--- src/shared/vac_consts.vh ---
/*
 * Constants for the voltage converter control block: register indices,
 * field positions, reset values, channel codes, sleep codes and timing.
 * Assumes it is included by its bare name from every design file.
 */
// Contract
// - clearing the enable bit switches the converter off and aborts conversion.
// - power-save, power-down and power-off sleep modes halt the converter.
// - channel codes 1-4 cells, 5 aux four, 6 temperature, 7-10 aux zero-three.
// - writing one to the start bit begins converting the selected channel.
// - start bit reads one during conversion, hardware clears it on completion.
// - writing zero to the start bit changes nothing.
// - writing the enable bit to zero clears the start bit.
// - a channel change during conversion applies only after that conversion.
// - one conversion takes 519 us at a 1 MHz converter clock.
// - completion updates the result bytes and sets the complete flag, bit 1.
// - software clears the complete flag by writing zero to it.
// - interrupt request is high while flag and interrupt enable bit 0 are one.
// - writes to control, channel and disable registers blocked until synchronized.
// - update-busy bit 7 reads one while a synchronized write is pending.
// - result low byte bits 7:0, high byte bits 11:8, upper nibble zero.
// - disable bits 3:0 turn off pin input buffers; pin value reads zero.
`ifndef VAC_CONSTS_VH
`define VAC_CONSTS_VH

// ==========================================================
// register indices (byte address is four times the index)
`define VAC_IDX_RES_LO      12'he5e
`define VAC_IDX_RES_HI      12'he5f
`define VAC_IDX_CSR         12'he60
`define VAC_IDX_MUX         12'he61
`define VAC_IDX_DIS         12'he62

// ==========================================================
// control and status fields
`define VAC_CSR_UB          7
`define VAC_CSR_EN          3
`define VAC_CSR_SC          2
`define VAC_CSR_CCIF        1
`define VAC_CSR_CCIE        0
`define VAC_MUX_MSB         3
`define VAC_DIS_MSB         3
`define VAC_RES_W           12
`define VAC_RST_BYTE        8'h00
`define VAC_RST_NIB         4'h0
`define VAC_RST_RES         12'h000
`define VAC_RST_WORD        32'h0000_0000

// ==========================================================
// channel codes
`define VAC_CH_CELL1        4'h1
`define VAC_CH_AUX4         4'h5
`define VAC_CH_TEMP         4'h6
`define VAC_CH_AUX3         4'ha

// ==========================================================
// sleep mode codes from the power controller
`define VAC_SLP_PSAVE       3'h2
`define VAC_SLP_PDOWN       3'h3
`define VAC_SLP_POFF        3'h4

// ==========================================================
// timing
`define VAC_CONV_TIME_US    519
`define VAC_CONV_CLK_KHZ    1000
`define VAC_SYS_CLK_KHZ     100000

`endif

--- src/vac_top.v ---
/*
 * Control and result logic of the 12-bit voltage converter: APB register
 * slave, write transfer into the converter clock rate, conversion timer,
 * result capture, interrupt level and pin input buffer gating.
 * Assumes the analog front end holds adc_sample valid at completion and
 * that sleep_mode comes from logic on sys_clk.
 */
// Design decision made here: the APB slave port.
`timescale 1ns/100ps
`include "vac_consts.vh"

module vac_top #(
	parameter CONV_TICKS = `VAC_CONV_TIME_US * `VAC_CONV_CLK_KHZ / 1000,
	parameter DIV        = `VAC_SYS_CLK_KHZ / `VAC_CONV_CLK_KHZ,
	parameter DIV_W      = 7,
	parameter CNT_W      = 10,
	parameter PINS       = 4
) (
	// clock and reset
	input  wire                  sys_clk,
	input  wire                  reset_n,
	// apb slave
	input  wire [15:0]           paddr,
	input  wire                  psel,
	input  wire                  penable,
	input  wire                  pwrite,
	input  wire [31:0]           pwdata,
	output wire [31:0]           prdata,
	output wire                  pready,
	output wire                  pslverr,
	// power controller
	input  wire [2:0]            sleep_mode,
	// analog front end
	input  wire [`VAC_RES_W-1:0] adc_sample,
	output wire                  conv_power_on,
	output wire                  conv_running,
	output wire [`VAC_MUX_MSB:0] conv_channel,
	output wire                  conv_scale_fifth,
	// port pins
	input  wire [PINS-1:0]       pin_raw,
	output wire [PINS-1:0]       pin_value,
	output wire [PINS-1:0]       analog_pin_buffer_off,
	// interrupt request
	output wire                  conv_complete_irq
);

	// conversion length as a full integer, then cut to the counter width
	localparam [31:0]      LAST_CNT_I = CONV_TICKS - 1;
	localparam [CNT_W-1:0] LAST_CNT   = LAST_CNT_I[CNT_W-1:0];

	// ==========================================================
	// decode helpers
	function addr_hit;
		input [15:0] addr;
		input [11:0] idx;
		begin
			addr_hit = (addr == {2'b00, idx, 2'b00});
		end
	endfunction

	function chan_is_fifth;
		input [`VAC_MUX_MSB:0] ch;
		begin
			chan_is_fifth = (ch >= `VAC_CH_CELL1) && (ch <= `VAC_CH_AUX4);
		end
	endfunction

	function chan_is_valid;
		input [`VAC_MUX_MSB:0] ch;
		begin
			chan_is_valid = (ch >= `VAC_CH_CELL1) && (ch <= `VAC_CH_AUX3);
		end
	endfunction

	function [7:0] csr_byte;
		input busy;
		input en;
		input sc;
		input ccif;
		input ccie;
		begin
			csr_byte                = `VAC_RST_BYTE;
			csr_byte[`VAC_CSR_UB]   = busy;
			csr_byte[`VAC_CSR_EN]   = en;
			csr_byte[`VAC_CSR_SC]   = sc;
			csr_byte[`VAC_CSR_CCIF] = ccif;
			csr_byte[`VAC_CSR_CCIE] = ccie;
		end
	endfunction

	// ==========================================================
	// state
	reg                  converter_enable_ff;
	reg                  irq_enable_ff;
	reg                  conversion_complete_flag_ff;
	reg [`VAC_MUX_MSB:0] channel_select_ff;
	reg [`VAC_DIS_MSB:0] dis_ff;
	reg                  update_busy_ff;
	reg                  start_req_ff;
	reg                  running_ff;
	reg                  conv_en_ff;
	reg [`VAC_DIS_MSB:0] dis_cv_ff;
	reg [`VAC_MUX_MSB:0] chan_ff;
	reg                  scale_fifth_ff;
	reg [CNT_W-1:0]      cnt_ff;
	reg [`VAC_RES_W-1:0] result_ff;
	reg [31:0]           prdata_ff;
	reg                  irq_ff;
	reg [PINS-1:0]       pin_value_ff;

	reg                  nxt_flag;
	reg [7:0]            rd_byte;
	reg                  rd_hit;

	wire                 conv_tick;
	wire [PINS-1:0]      pin_sync;

	// ==========================================================
	// converter clock and pin synchronizer
	vac_tick_div #(
		.DIV   (DIV),
		.CNT_W (DIV_W)
	) u_div (
		.sys_clk (sys_clk),
		.reset_n (reset_n),
		.tick    (conv_tick)
	);

	// pins are asynchronous: two flops before the gating reads them
	vac_sync2 #(
		.W (PINS)
	) u_pin_sync (
		.sys_clk  (sys_clk),
		.reset_n  (reset_n),
		.async_in (pin_raw),
		.sync_out (pin_sync)
	);

	// ==========================================================
	// apb decode
	// byte address is four times the register index
	wire sel_lo  = addr_hit(paddr, `VAC_IDX_RES_LO);
	wire sel_hi  = addr_hit(paddr, `VAC_IDX_RES_HI);
	wire sel_csr = addr_hit(paddr, `VAC_IDX_CSR);
	wire sel_mux = addr_hit(paddr, `VAC_IDX_MUX);
	wire sel_dis = addr_hit(paddr, `VAC_IDX_DIS);
	wire mapped  = sel_lo | sel_hi | sel_csr | sel_mux | sel_dis;
	wire setup   = psel & ~penable;
	wire access  = psel & penable;
	wire wr      = access & pwrite & mapped;

	// synchronized registers take no write while a transfer is pending
	wire wr_open = wr & ~update_busy_ff;
	wire wr_csr  = wr_open & sel_csr;
	wire wr_mux  = wr_open & sel_mux;
	wire wr_dis  = wr_open & sel_dis;
	wire wr_sync = wr_csr | wr_mux | wr_dis;

	// ==========================================================
	// write fields of the control register
	wire wr_en_bit   = pwdata[`VAC_CSR_EN];
	wire wr_sc_bit   = pwdata[`VAC_CSR_SC];
	wire wr_ccif_bit = pwdata[`VAC_CSR_CCIF];
	wire wr_ccie_bit = pwdata[`VAC_CSR_CCIE];

	// ==========================================================
	// halt and completion
	// sleep codes arrive on sys_clk, so they need no synchronizer
	wire halt = (sleep_mode == `VAC_SLP_PSAVE) |
		(sleep_mode == `VAC_SLP_PDOWN) |
		(sleep_mode == `VAC_SLP_POFF);
	wire off_write = wr_csr & ~wr_en_bit;
	wire abort     = off_write | halt | ~conv_en_ff;
	wire done      = conv_tick & running_ff & (cnt_ff == LAST_CNT) & ~abort;
	wire apply     = conv_tick & update_busy_ff;

	// ==========================================================
	// software-visible control
	always @(posedge sys_clk) begin
		if (!reset_n) begin
			converter_enable_ff <= 1'b0;
			irq_enable_ff       <= 1'b0;
			channel_select_ff   <= `VAC_RST_NIB;
			dis_ff              <= `VAC_RST_NIB;
		end else begin
			if (wr_csr) begin
				converter_enable_ff <= wr_en_bit;
				irq_enable_ff       <= wr_ccie_bit;
			end
			if (wr_mux) begin
				channel_select_ff <= pwdata[`VAC_MUX_MSB:0];
			end
			// reserved bits 7:4 are not stored and read zero
			if (wr_dis) begin
				dis_ff <= pwdata[`VAC_DIS_MSB:0];
			end
		end
	end

	// ==========================================================
	// transfer busy: set by an accepted write, cleared at the next converter tick
	always @(posedge sys_clk) begin
		if (!reset_n) begin
			update_busy_ff <= 1'b0;
		end else if (wr_sync) begin
			update_busy_ff <= 1'b1;
		end else if (apply) begin
			update_busy_ff <= 1'b0;
		end
	end

	// ==========================================================
	// completion flag, hardware set wins over software clear
	always @* begin
		nxt_flag = conversion_complete_flag_ff;
		if (wr_csr && !wr_ccif_bit) begin
			nxt_flag = 1'b0;
		end
		if (done) begin
			nxt_flag = 1'b1;
		end
	end

	always @(posedge sys_clk) begin
		if (!reset_n) begin
			conversion_complete_flag_ff <= 1'b0;
			irq_ff                      <= 1'b0;
		end else begin
			conversion_complete_flag_ff <= nxt_flag;
			irq_ff                      <= nxt_flag & (wr_csr ? wr_ccie_bit :
				irq_enable_ff);
		end
	end

	// ==========================================================
	// start request held until the transfer reaches the converter
	// a start with the enable bit clear is dropped, never queued
	always @(posedge sys_clk) begin
		if (!reset_n) begin
			start_req_ff <= 1'b0;
		end else if (off_write || halt) begin
			start_req_ff <= 1'b0;
		end else if (wr_csr && wr_sc_bit && wr_en_bit &&
			!running_ff) begin
			start_req_ff <= 1'b1;
		end else if (apply) begin
			start_req_ff <= 1'b0;
		end
	end

	// ==========================================================
	// converter side, advances on the converter clock enable
	always @(posedge sys_clk) begin
		if (!reset_n) begin
			conv_en_ff     <= 1'b0;
			dis_cv_ff      <= `VAC_RST_NIB;
			running_ff     <= 1'b0;
			chan_ff        <= `VAC_RST_NIB;
			scale_fifth_ff <= 1'b0;
			cnt_ff         <= {CNT_W{1'b0}};
			result_ff      <= `VAC_RST_RES;
		end else begin
			if (apply) begin
				conv_en_ff <= converter_enable_ff;
				dis_cv_ff  <= dis_ff;
			end
			// abort wins over completion, so a cut run keeps the old result
			if (abort && running_ff) begin
				running_ff <= 1'b0;
			end else if (done) begin
				running_ff <= 1'b0;
				result_ff  <= adc_sample;
			end else if (apply && start_req_ff && converter_enable_ff && !halt) begin
				// channel is frozen here; later selections wait for the next start
				running_ff     <= 1'b1;
				chan_ff        <= channel_select_ff;
				scale_fifth_ff <= chan_is_fifth(channel_select_ff);
				cnt_ff         <= {CNT_W{1'b0}};
			end else if (conv_tick && running_ff) begin
				cnt_ff <= cnt_ff + 1'b1;
			end
		end
	end

	// ==========================================================
	// pin buffer gating
	always @(posedge sys_clk) begin
		if (!reset_n) begin
			pin_value_ff <= {PINS{1'b0}};
		end else begin
			pin_value_ff <= pin_sync & ~dis_cv_ff;
		end
	end

	// ==========================================================
	// read mux, loaded in the setup cycle
	always @* begin
		rd_byte = `VAC_RST_BYTE;
		rd_hit  = 1'b1;
		if (sel_lo) begin
			rd_byte = result_ff[7:0];
		end else if (sel_hi) begin
			rd_byte = {`VAC_RST_NIB, result_ff[`VAC_RES_W-1:8]};
		end else if (sel_csr) begin
			rd_byte = csr_byte(update_busy_ff,
				converter_enable_ff,
				start_req_ff | running_ff,
				conversion_complete_flag_ff, irq_enable_ff);
		end else if (sel_mux) begin
			rd_byte = {`VAC_RST_NIB, channel_select_ff};
		end else if (sel_dis) begin
			rd_byte = {`VAC_RST_NIB, dis_ff};
		end else begin
			rd_hit = 1'b0;
		end
	end

	// zero wait states: a read shows the state one cycle before the access edge
	always @(posedge sys_clk) begin
		if (!reset_n) begin
			prdata_ff <= `VAC_RST_WORD;
		end else if (setup && !pwrite) begin
			prdata_ff <= {24'h00_0000, rd_byte};
		end
	end

	// ==========================================================
	// outputs
	// pready tied high, every transfer ends in its first access cycle
	assign prdata                = prdata_ff;
	assign pready                = 1'b1;
	assign pslverr               = access & ~rd_hit;
	assign conv_power_on         = conv_en_ff & ~halt;
	assign conv_running          = running_ff;
	assign conv_channel          = chan_ff;
	assign conv_scale_fifth      = scale_fifth_ff & chan_is_valid(chan_ff);
	assign pin_value             = pin_value_ff;
	assign analog_pin_buffer_off = dis_cv_ff;
	assign conv_complete_irq     = irq_ff;

endmodule // vac_top

--- src/vac_sync2.v ---
/*
 * Two-flop synchronizer for a bus of independent levels.
 * Assumes each bit is a slow level; no bus coherency is given.
 */
`timescale 1ns/100ps
`include "vac_consts.vh"

module vac_sync2 #(
	parameter W = 4
) (
	// clock and reset
	input  wire         sys_clk,
	input  wire         reset_n,
	// levels
	input  wire [W-1:0] async_in,
	output wire [W-1:0] sync_out
);

	reg [W-1:0] meta_ff;
	reg [W-1:0] sync_ff;

	always @(posedge sys_clk) begin
		if (!reset_n) begin
			meta_ff <= {W{1'b0}};
			sync_ff <= {W{1'b0}};
		end else begin
			meta_ff <= async_in;
			sync_ff <= meta_ff;
		end
	end

	assign sync_out = sync_ff;

endmodule // vac_sync2

--- src/vac_tick_div.v ---
/*
 * Divider that makes the converter clock as a one-cycle enable pulse.
 * Assumes DIV is at least two.
 */
`timescale 1ns/100ps
`include "vac_consts.vh"

module vac_tick_div #(
	parameter DIV   = 100,
	parameter CNT_W = 7
) (
	// clock and reset
	input  wire sys_clk,
	input  wire reset_n,
	// enable pulse
	output wire tick
);

	localparam [31:0]      LAST_I = DIV - 1;
	localparam [CNT_W-1:0] LAST   = LAST_I[CNT_W-1:0];

	reg [CNT_W-1:0] cnt_ff;
	reg             tick_ff;

	always @(posedge sys_clk) begin
		if (!reset_n) begin
			cnt_ff  <= {CNT_W{1'b0}};
			tick_ff <= 1'b0;
		end else begin
			tick_ff <= (cnt_ff == LAST);
			if (cnt_ff == LAST) begin
				cnt_ff <= {CNT_W{1'b0}};
			end else begin
				cnt_ff <= cnt_ff + 1'b1;
			end
		end
	end

	assign tick = tick_ff;

endmodule // vac_tick_div

--- config.mk ---
export PLATFORM = sky130hd
export DESIGN_NAME = vac_top
export DESIGN_NICKNAME = d
export VERILOG_FILES = /design/src/vac_top.v /design/src/vac_sync2.v /design/src/vac_tick_div.v
export VERILOG_INCLUDE_DIRS = /design/src /design/src/shared
export SDC_FILE = /design/constraint.sdc
export NUM_CORES = 1
export LEC_CHECK = 0
export BUFFER_PORTS_ARGS = -buffer_cell sky130_fd_sc_hd__buf_2
export CAP_MARGIN = 20
export CORE_MARGIN = 5
export CORE_UTILIZATION = 52
export CTS_BUF_LIST = sky130_fd_sc_hd__clkbuf_2 sky130_fd_sc_hd__clkbuf_4 sky130_fd_sc_hd__clkbuf_8
export CTS_CLUSTER_DIAMETER = 50
export DETAILED_ROUTE_END_ITERATION = 16
export PLACE_DENSITY = 0.8
export SYNTH_ARGS = -nofsm -noshare
export SYNTH_HDL_FRONTEND = slang
export SYNTH_HIERARCHICAL = 1
export SYNTH_SLANG_ARGS = --single-unit
export TNS_END_PERCENT = 50
--- constraint.sdc ---
create_clock -name sys_clk -period 2.3 [get_ports sys_clk]
set_input_delay 0.69 -clock sys_clk [delete_from_list [all_inputs] [get_ports sys_clk]]
set_output_delay 0.69 -clock sys_clk [all_outputs]
set_load 0.01 [all_outputs]
==> flow_metrics.tcl, run 1 <==
set metrics [dict create \
    ys_warn_count 6 \
    die_h_um 93.3 \
    hold_violations 0 \
    finClkSkew_ns 0.00974 \
    tightest_slew_ns 0.501 \
    r2r_slack_ns 0.32 \
    worstHoldPathType "register to register" \
    num_vias 3313 \
    cts_tree "built" \
    root_buffer "clkbuf_8" \
    start_util_pct 53.4 \
    p_total_mw 2.52 \
    whs_endpoint "pin_value[0]" \
    path_buf_inv 3 \
    fillers 559 \
    post-route-period-util_pct 99.9 \
    port_buffers 68 \
    htree_levels 3 \
    max_stage_delay_ns 0.27 \
    p_leak_nw 1.75 \
    synth.distinct_cells 61 \
    drv_slew 0 \
    ys_ff_latch 75 \
    post_drt_wl_per_cell_um 14.9 \
    relSlewSlack_pct 66.6 \
    startpoint_type "input pin" \
    io_pins 122 \
    r2r_cells 8 \
    first_pass_iters 5 \
    setup_viol 0 \
    grt_antenna_before_repair 0 \
    regArea_um2 1500 \
    final.hold.worst_slack_ns 0.416 \
    synth_async_sr_flop_share_pct 0 \
    cp_max_fo 2 \
    finalInstanceArea_um2 4340 \
    drt.antenna.violating_nets 0 \
    grt_usage_pct 20.5 \
    avgViaCountPerCell 5.56 \
    core_area_um2 6760 \
    status "finished clean" \
    arrival_ns 1.61 \
    routabilityCongestion 0.841 \
    fin_nets 587 \
    grt_pass1_vias 3227 \
    dieArea_um2 8700 \
    worst_hold_path.num_cells 2 \
    avgSynthCellArea_um2 8.55 \
    drt_iter0_drc 170 \
    wirelength_mm 8.87 \
    cts_buffers 9 \
    clock_sinks 75 \
    netlist_instances 422 \
    grt_max_degree 38 \
    placed_cell_area_um2 4090 \
    die_x_um 93.3 \
    p_per_area_nw_per_um2 582 \
    grt_setup_unrepaired "true" \
    synth_ff_type "dfxtp_1" \
    diodes 0 \
    cp_top_family "buffers and inverters" \
    slowest_stage "nor4b_4" \
    synth_edf_count 0 \
    max_cap_violations 0 \
    synth_area_um2 3610 \
    worstSkewPairLatency_ns 0.35 \
    worstSetupPathType "input pin to primary output" \
    fin_setup_tns_ns 0 \
    worst_ir_drop_vdd_mv 0.431 \
    worst_setup_path_end_kind "primary output" \
    r2r-start "cnt_ff[0]" \
    drive_above_1_share_pct 26.7 \
    layout_setup_ws_ns 0.00167 \
    period_minus_slack_ns 2.30 \
    r2r-end "scale_fifth_ff" \
    cts.clk_slew.worst_paths_ns 0.09 \
    grt_overflow 0 \
    crit_required_ns 1.61 \
    path_cells "buf_8 -> nor4b_4 -> buf_4 -> nand2_2 -> a21oi_2 -> nor2_1 -> buf_2" \
    cts_hold_buf 0 \
    clock.fmax_mhz 435 \
    synthToLayoutAreaGrowth_pct 20.2 \
    drc 0 \
    multi_input_area_um2 1900 \
    synth_seq_area_share_pct 41.6 \
    num_rows 30 \
    hpwl_mm 6.51 \
    grt_pass1_wl_mm 14.4 \
    pre_cts_ws_ns -0.108 \
    cts.path.max_buffers 2 \
    hold_path.startpoint "u_pin_sync/sync_out[0]" \
]
layout by cell type (no fill, tap or decap), types with 13 or more instances in the layout:
| cell | n |
|---|---|
| and2_1 | 13 |
| mux2i_1 | 17 |
| nor2_1 | 35 |
| a21oi_1 | 32 |
| buf_2 | 66 |
| buf_4 | 29 |
| conb_1 | 25 |
| nand2_1 | 64 |
| dfxtp_1 | 75 |
| o21ai_0 | 13 |
| nand3_1 | 17 |
per-layer routing:
layer | up-vias | GRT usage (%) | wire length (um)
met1 | 1542 | 24.4 | 3650
met2 | 128 | 34.9 | 4400
met3 | 29 | 4.26 | 553
met4 | 0 | 10.0 | 266
met5 | - | 0 | 0
li1 | 1614 | - | -
power breakdown:
part | internal (mW) | switching, mW | total (mW)
registers | 1.31 | 0.00887 | 1.32
logic | 0.0703 | 0.103 | 0.173
clock network | 0.506 | 0.522 | 1.03
total | 1.89 | 0.634 | 2.52
registers in the layout, indices dropped and copies added, names as in the netlist, 4 cells and up:
name / cells
analog_pin_buffer_off: 4
cnt_ff: 10
u_pin_sync/meta_ff: 4
u_div/cnt_ff: 7
channel_select_ff: 4
u_pin_sync/sync_out: 4
pin_value: 4
dis_ff: 4
prdata: 8
result_ff: 12
conv_channel: 4
stage by stage:
| step | utilization, % | instances |
|---|---|---|
| final | 64.2 | 596 |
| after detailed placement | 60.6 | 579 |
| after global routing | 64.2 | 596 |
| after floorplan | - | 445 |
| after CTS | 64.0 | 596 |
| after global placement | 60.6 | 579 |
cell families after synthesis:
family / count (synthesis) / synth area share (%)
muxes: 20 / 5.65
DFF: 75 / 41.6
buffers and inverters: 53 / 8.60
and+or+nand+nor: 186 / 26.8
adders and majority gates: 4 / 1.39
other: 2 / 0.208
xor gates and xnor gates: 2 / 0.486
AOI/OAI and AO/OA: 80 / 15.2
worst max path at each step:
| stage | startpoint | cells after the start | slack (ns) | endpoint |
|---|---|---|---|---|
| 2_1_floorplan | paddr[3] | 5 | 0.06 | pslverr |
| 4_1_cts | paddr[5] | 7 | 0.006 | pslverr |
| 6_report | paddr[5] | 7 | 0.002 | pslverr |
| 5_1_grt | paddr[5] | 7 | -0.07 | pslverr |
| 3_3_place_gp | paddr[4] | 7 | -0.08 | pslverr |
| 3_5_place_dp | paddr[4] | 7 | -0.11 | pslverr |
synth_stat cells, drive strengths merged (5+ instances only):
| master | instances | area [um^2] |
|---|---|---|
| nand3 | 18 | 95.1 |
| mux2i | 17 | 170 |
| o21ai | 14 | 73.8 |
| nand2 | 65 | 244 |
| clkbuf | 11 | 41.3 |
| a21oi | 34 | 174 |
| inv | 10 | 37.5 |
| buf | 32 | 231 |
| and3 | 6 | 37.5 |
| dfxtp | 75 | 1500 |
| nor3 | 11 | 60.1 |
| o32ai | 5 | 43.8 |
| nand4 | 5 | 37.5 |
| and2 | 13 | 81.3 |
| nor2 | 35 | 131 |
worst register-to-register path, stage by stage (launching register included):
cell and delay (ns):
dfxtp_1 0.36, inv_1 0.08, ha_1 0.21, and2_1 0.18, nand4_1 0.17, o221ai_4 0.14
buf_4 0.15, a21oi_2 0.35, mux2i_1 0.25
what timing repair did:
| action | 4_1_cts | 5_1_grt |
|---|---|---|
| pin swaps | 3 | 3 |
| buffers inserted | 1 | 0 |
| resized for setup | 5 | 4 |
| endpoints found under the setup margin | 1 | 2 |
area by class of cell:
type,count,share of cell area [%]
inverters,10,0.866
clock buffers,9,2.86
flip-flops and latches,75,34.6
clock inverters,7,1.73
repair buffers,98,13.7
multi-input cells,317,43.9
well taps,80,2.31
Power figures use the tool's default switching activity.
==> inputs of run 2 (changes only) <==
--- a/config.mk
+++ b/config.mk
@@ -8,6 +8,7 @@
 export LEC_CHECK = 0
 export BUFFER_PORTS_ARGS = -buffer_cell sky130_fd_sc_hd__buf_2
 export CAP_MARGIN = 20
+export CORE_ASPECT_RATIO = 1.5
 export CORE_MARGIN = 5
 export CORE_UTILIZATION = 52
 export CTS_BUF_LIST = sky130_fd_sc_hd__clkbuf_2 sky130_fd_sc_hd__clkbuf_4 sky130_fd_sc_hd__clkbuf_8
@@ -16,6 +17,5 @@
 export PLACE_DENSITY = 0.8
 export SYNTH_ARGS = -nofsm -noshare
 export SYNTH_HDL_FRONTEND = slang
-export SYNTH_HIERARCHICAL = 1
 export SYNTH_SLANG_ARGS = --single-unit
 export TNS_END_PERCENT = 50
==> flow_metrics.tcl, run 2 <==
set metrics [dict create \
    layout_common_cells "dfxtp_1 (75), buf_2 (66), nand2_1 (53), buf_4 (39)" \
    drv_slew 0 \
    die_x_um 78.2 \
    status "complete, but fails checks" \
    hold_path.startpoint "u_pin_sync.sync_out[3]" \
    drt_iter0_drc 283 \
    post_drt_wl_per_cell_um 14.7 \
    synth_compound_area_share_pct 14.0 \
    regArea_um2 1500 \
    worstHoldPathType "register to register" \
    routed-wl-met2_mm 4.80 \
    die_h_um 112 \
    fillers 548 \
    clock.fmax_mhz 420 \
    post-route-period-util_pct 103 \
    synthToLayoutAreaGrowth_pct 21.1 \
    final_common_cell "dfxtp_1" \
    synth-simple-area-share_pct 27.2 \
    synth_top_family_by_area "simple AND/OR/NAND/NOR gates" \
    ys_ff_latch 75 \
    grt_pass1_vias 3281 \
    p_leak_nw 1.78 \
    synth_top_area_share_pct 41.4 \
    htree_levels 3 \
    port_buffers 68 \
    clock_sinks 75 \
    num_vias 3271 \
    arrival_ns 1.69 \
    dp_cells 581 \
    ys_top_cells_by_count "dfxtp_1 (75), nand2_1 (53), a21oi_1 (34), nor2_1 (34), buf_4 (27)" \
    hpwl_mm 6.60 \
    r2r_cells 6 \
    p_per_area_nw_per_um2 548 \
    synth_edf_count 0 \
    cp_max_fo 3 \
    setup_viol 1 \
    num_rows 37 \
    grt_setup_unrepaired "true" \
    synth_async_sr_flop_share_pct 0 \
    finClkSkew_ns 0.0134 \
    synthMuxAreaShare_pct 5.31 \
    start_util_pct 52.9 \
    worst_setup_path_end_kind "primary output" \
    synth_area_um2 3630 \
    ys_warn_count 0 \
    cts.clk_slew.worst_paths_ns 0.08 \
    avgViaCountPerCell 5.44 \
    finalInstanceArea_um2 4390 \
    grt_usage_pct 21.0 \
    p_total_mw 2.41 \
    first_pass_iters 5 \
    worstSetupPathType "input pin to primary output" \
    worst_hold_path.num_cells 2 \
    top_register "result_ff" \
    violations "setup timing" \
    largest_register_ffs 12 \
    hold_violations 0 \
    netlist_instances 422 \
    final.hold.worst_slack_ns 0.414 \
    whs_endpoint "pin_value[3]" \
    synth_area_leader_cell "dfxtp_1" \
    root_buffer "clkbuf_8" \
    grt_max_degree 27 \
    layout_setup_ws_ns -0.0797 \
    period_minus_slack_ns 2.38 \
    yosys.area_share.xor_xnor_pct 1.45 \
    wirelength_mm 8.84 \
    synth_area_leaders "dfxtp_1 (41%), buf_4 (5.6%), nand2_1 (5.5%)" \
    wl_met3_um 519 \
    routabilityCongestion 0.843 \
    placed_cell_area_um2 4140 \
    drive_above_1_share_pct 28.5 \
    r2r_slack_ns 0.18 \
    max_cap_violations 0 \
    drc 0 \
    drt.antenna.violating_nets 0 \
    cts_hold_buf 0 \
    synth-adder-area-share_pct 1.04 \
    worst_ir_drop_vdd_mv 0.491 \
    synth.distinct_cells 59 \
    cts_buffers 9 \
    crit_required_ns 1.61 \
    grt_overflow 0 \
    multi_input_area_um2 1910 \
    cts_tree "built" \
    fin_nets 593 \
    synth_most_common_cell "dfxtp_1" \
    r2r-start "cnt_ff[7]" \
    avgSynthCellArea_um2 8.59 \
    cts.path.max_buffers 2 \
    io_pins 122 \
    synth_seq_area_share_pct 41.4 \
    core_area_um2 6850 \
    synth_ff_type "dfxtp_1" \
    wl_met1_mm 3.38 \
    r2r-end "result_ff[2]" \
    maxUsedRoutingLayer "met4" \
    grt_antenna_before_repair 0 \
    pre_cts_ws_ns -0.253 \
    startpoint_type "input pin" \
    diodes 0 \
    worstSkewPairLatency_ns 0.36 \
    dieArea_um2 8780 \
    final_cells 601 \
    grt_pass1_wl_mm 14.8 \
]
==> run 2: through the flow <==
step | utilization (%) | TNS [ns]
final | 64.1 | -0.0797
after global routing | 64.1 | -0.141
after CTS | 63.8 | -0.110
after detailed placement | 60.4 | -3.92
after floorplan | - | -0.0199
after global placement | 60.4 | -1.77
==> run 2: power breakdown <==
part / internal, mW / leakage [nW] / switching, mW
sequential: 1.31 / 0.607 / 0.00742
clock: 0.398 / 0.0900 / 0.508
combinational: 0.0746 / 1.08 / 0.107
total: 1.79 / 1.78 / 0.623
==> run 2: cell families after synthesis <==
kind of cell | count (synthesis)
multiplexers | 19
other | 2
buffers and inverters | 60
adder cells (fa/ha/maj) | 3
AO/OA/AOI/OAI | 78
AND/OR/NAND/NOR | 179
XOR/XNOR | 6
flip-flops | 75
==> run 2: worst max-delay path by stage <==
stage                          end      from  cells past startpoint
global route               pslverr  paddr[0]                      6
finish                     pslverr  paddr[0]                      6
floorplan                cnt_ff[8]  paddr[2]                      7
detailed placement  scale_fifth_ff  paddr[1]                      7
CTS                        pslverr  paddr[9]                      6
global placement         cnt_ff[8]  paddr[1]                      6
==> run 2: worst max-delay path: stages <==
cell and delay, ns:
buf_6 0.09, nor4b_4 0.33, nand3_1 0.19, nor2_2 0.17
nor3_2 0.07, buf_2 0.14
==> run 2: repair_timing <==
item / 4_1_cts / 5_1_grt
setup endpoints to repair: 2 / 21
setup buffers: 4 / 1
gates resized for setup: 6 / 4
hold endpoints to repair: 0 / 0
pin swaps: 4 / 6
==> run 2: metal layers <==
metal	vias up	track usage (%)
li1	1626	-
met1	1525	22.3
met2	104	37.9
met3	16	6.58
met4	0	8.63
met5	-	0
==> run 2: final cells by class <==
type,count,area share [%]
well taps,78,2.22
clock buffers,9,2.82
clock inverters,7,1.20
flip-flops and latches,75,34.2
inverters,14,1.20
multi-input cells,310,43.4
repair buffers,108,15.0
==> inputs of run 3 (changes only) <==
--- a/config.mk
+++ b/config.mk
@@ -9,10 +9,11 @@
 export BUFFER_PORTS_ARGS = -buffer_cell sky130_fd_sc_hd__buf_2
 export CAP_MARGIN = 20
 export CORE_ASPECT_RATIO = 1.5
-export CORE_MARGIN = 5
+export CORE_MARGIN = 2
 export CORE_UTILIZATION = 52
 export CTS_BUF_LIST = sky130_fd_sc_hd__clkbuf_2 sky130_fd_sc_hd__clkbuf_4 sky130_fd_sc_hd__clkbuf_8
 export CTS_CLUSTER_DIAMETER = 50
+export CTS_CLUSTER_SIZE = 12
 export DETAILED_ROUTE_END_ITERATION = 16
 export PLACE_DENSITY = 0.8
 export SYNTH_ARGS = -nofsm -noshare
==> constraint.sdc (replaced) <==
create_clock -name sys_clk -period 2.3 [get_ports sys_clk]
set_input_delay 0 -clock sys_clk [delete_from_list [all_inputs] [get_ports sys_clk]]
set_output_delay 0 -clock sys_clk [all_outputs]
set_load 0.01 [all_outputs]
==> flow_metrics.tcl, run 3 (synthesis results as in run 2) <==
set metrics [dict create \
    status "finished clean" \
    worst_setup_path_end_kind "register" \
    worstSkewPairLatency_ns 0.35 \
    cts_buffers 9 \
    port_buffers 68 \
    cts.path.max_buffers 2 \
    htree_levels 3 \
    io_pins 122 \
    dieArea_um2 7670 \
    setup_viol 0 \
    finalInstanceArea_um2 4370 \
    drt.antenna.violating_nets 0 \
    die_h_um 106 \
    avgViaCountPerCell 5.51 \
    cts.repair.resized 0 \
    final.hold.worst_slack_ns 0.0898 \
    root_buffer "clkbuf_8" \
    cp_top_family "simple AND/OR/NAND/NOR gates" \
    grt_pass1_wl_mm 13.9 \
    period_minus_slack_ns 2.10 \
    largest_register_ffs 12 \
    diodes 0 \
    p_per_area_nw_per_um2 586 \
    drc 0 \
    finClkSkew_ns 0.0105 \
    post_cts_buffers 0 \
    grt_setup_unrepaired "false" \
    fin_nets 585 \
    grt_overflow 0 \
    cp_max_fo 7 \
    clock_sinks 75 \
    core_area_um2 6810 \
    first_pass_iters 4 \
    worstSetupPathType "register to register" \
    post_drt_wl_per_cell_um 14.5 \
    grt_pass1_vias 3204 \
    path_buf_inv 1 \
    placed_cell_area_um2 3960 \
    drive_above_1_share_pct 22.1 \
    grt_usage_pct 23.1 \
    max_stage_delay_ns 0.61 \
    fin_setup_tns_ns 0 \
    grt_antenna_before_repair 0 \
    slowest_stage "or4b_4" \
    top_register "result_ff" \
    final_common_cell "dfxtp_1" \
    layout_common_cells "dfxtp_1 (75), buf_2 (68), nand2_1 (53), nor2_1 (34), a21oi_1 (34)" \
    path_cells "or4b_4 -> nor4_4 -> o311a_1 -> buf_4 -> o311ai_0 -> o41ai_2" \
    worst_ir_drop_vdd_mv 0.515 \
    post-route-period-util_pct 91.2 \
    arrival_ns 2.35 \
    hold_violations 0 \
    cts_tree "built" \
    tightest_slew_ns 0.570 \
    hpwl_mm 6.19 \
    p_leak_nw 1.71 \
    crit_required_ns 2.55 \
    num_vias 3267 \
    drt_iter0_drc 161 \
    start_util_pct 53.3 \
    drv_slew 0 \
    final_util_pct 64.2 \
    relSlewSlack_pct 61.7 \
    die_x_um 72.2 \
    cts.clk_slew.worst_paths_ns 0.09 \
    wirelength_mm 8.59 \
    worstHoldPathType "input pin to register" \
    routabilityCongestion 0.875 \
    p_total_mw 2.56 \
    grt_max_degree 35 \
    startpoint_type "register" \
    synthToLayoutAreaGrowth_pct 20.5 \
    clock.fmax_mhz 477 \
    max_cap_violations 0 \
    num_rows 37 \
]
## run 3: changes by cell type in the layout (fill, tap and decap cells not counted), moves of 2 or more
cell,before,now
dlygate4sd3_1,0,20
buf_2,66,68
buf_6,3,0
buf_4,39,11
inv_6,2,4
clkinv_2,2,0
## run 3: repair_timing
action                                  CTS  global route
endpoints found under the setup margin    0             0
hold endpoints to repair                 25             0
hold buffers                             20             0
## run 3: path summary, 6_finish.rpt
| check | start | endpoint | slack [ns] | cells after the start |
|---|---|---|---|---|
| worst max-delay path | cnt_ff[6] | cnt_ff[8] | 0.20 | 6 |
| worst min-delay path | sleep_mode[2] | start_req_ff | 0.09 | 3 |
| worst min register to register | u_pin_sync.sync_out[2] | pin_value[2] | 0.42 | 2 |
| worst max register to register | cnt_ff[6] | cnt_ff[8] | 0.20 | 6 |
## run 3: area by class of cell
cell class                      instances  area, um^2
Clock buffer                            9         124
Clock inverter                          7        81.3
Fill cell                             567        2440
Inverter                               14        52.6
Multi-Input combinational cell        310        1870
Sequential cell                        75        1500
Tap cell                               78        97.6
Timing Repair Buffer                  100         643
## run 3: stage by stage
step / std cells / worst slack (ns)
after floorplan: 445 / 0.354
final: 593 / 0.203
after detailed placement: 557 / 0.228
after global placement: 557 / 0.280
after CTS: 593 / 0.195
after global routing: 593 / 0.118
## run 3: where the power goes
group / internal (mW) / switching [mW] / leakage (nW)
registers: 1.31 / 0.00782 / 0.607
logic: 0.0833 / 0.109 / 1.01
clock network: 0.518 / 0.529 / 0.101
## run 3: per-layer routing
layer / vias to the layer above / wire length (um) / global-route usage (%)
met5: - / 0 / 0
met4: 0 / 230 / 8.89
met3: 21 / 435 / 5.50
met2: 99 / 4560 / 41.7
met1: 1540 / 3360 / 25.3
li1: 1607 / - / -
## run 3: worst min-delay path, delay by kind of cell
kind | cells | cell delay (ns)
buffers and inverters | 1 | 0.11
AND/OR/NAND/NOR | 2 | 0.28
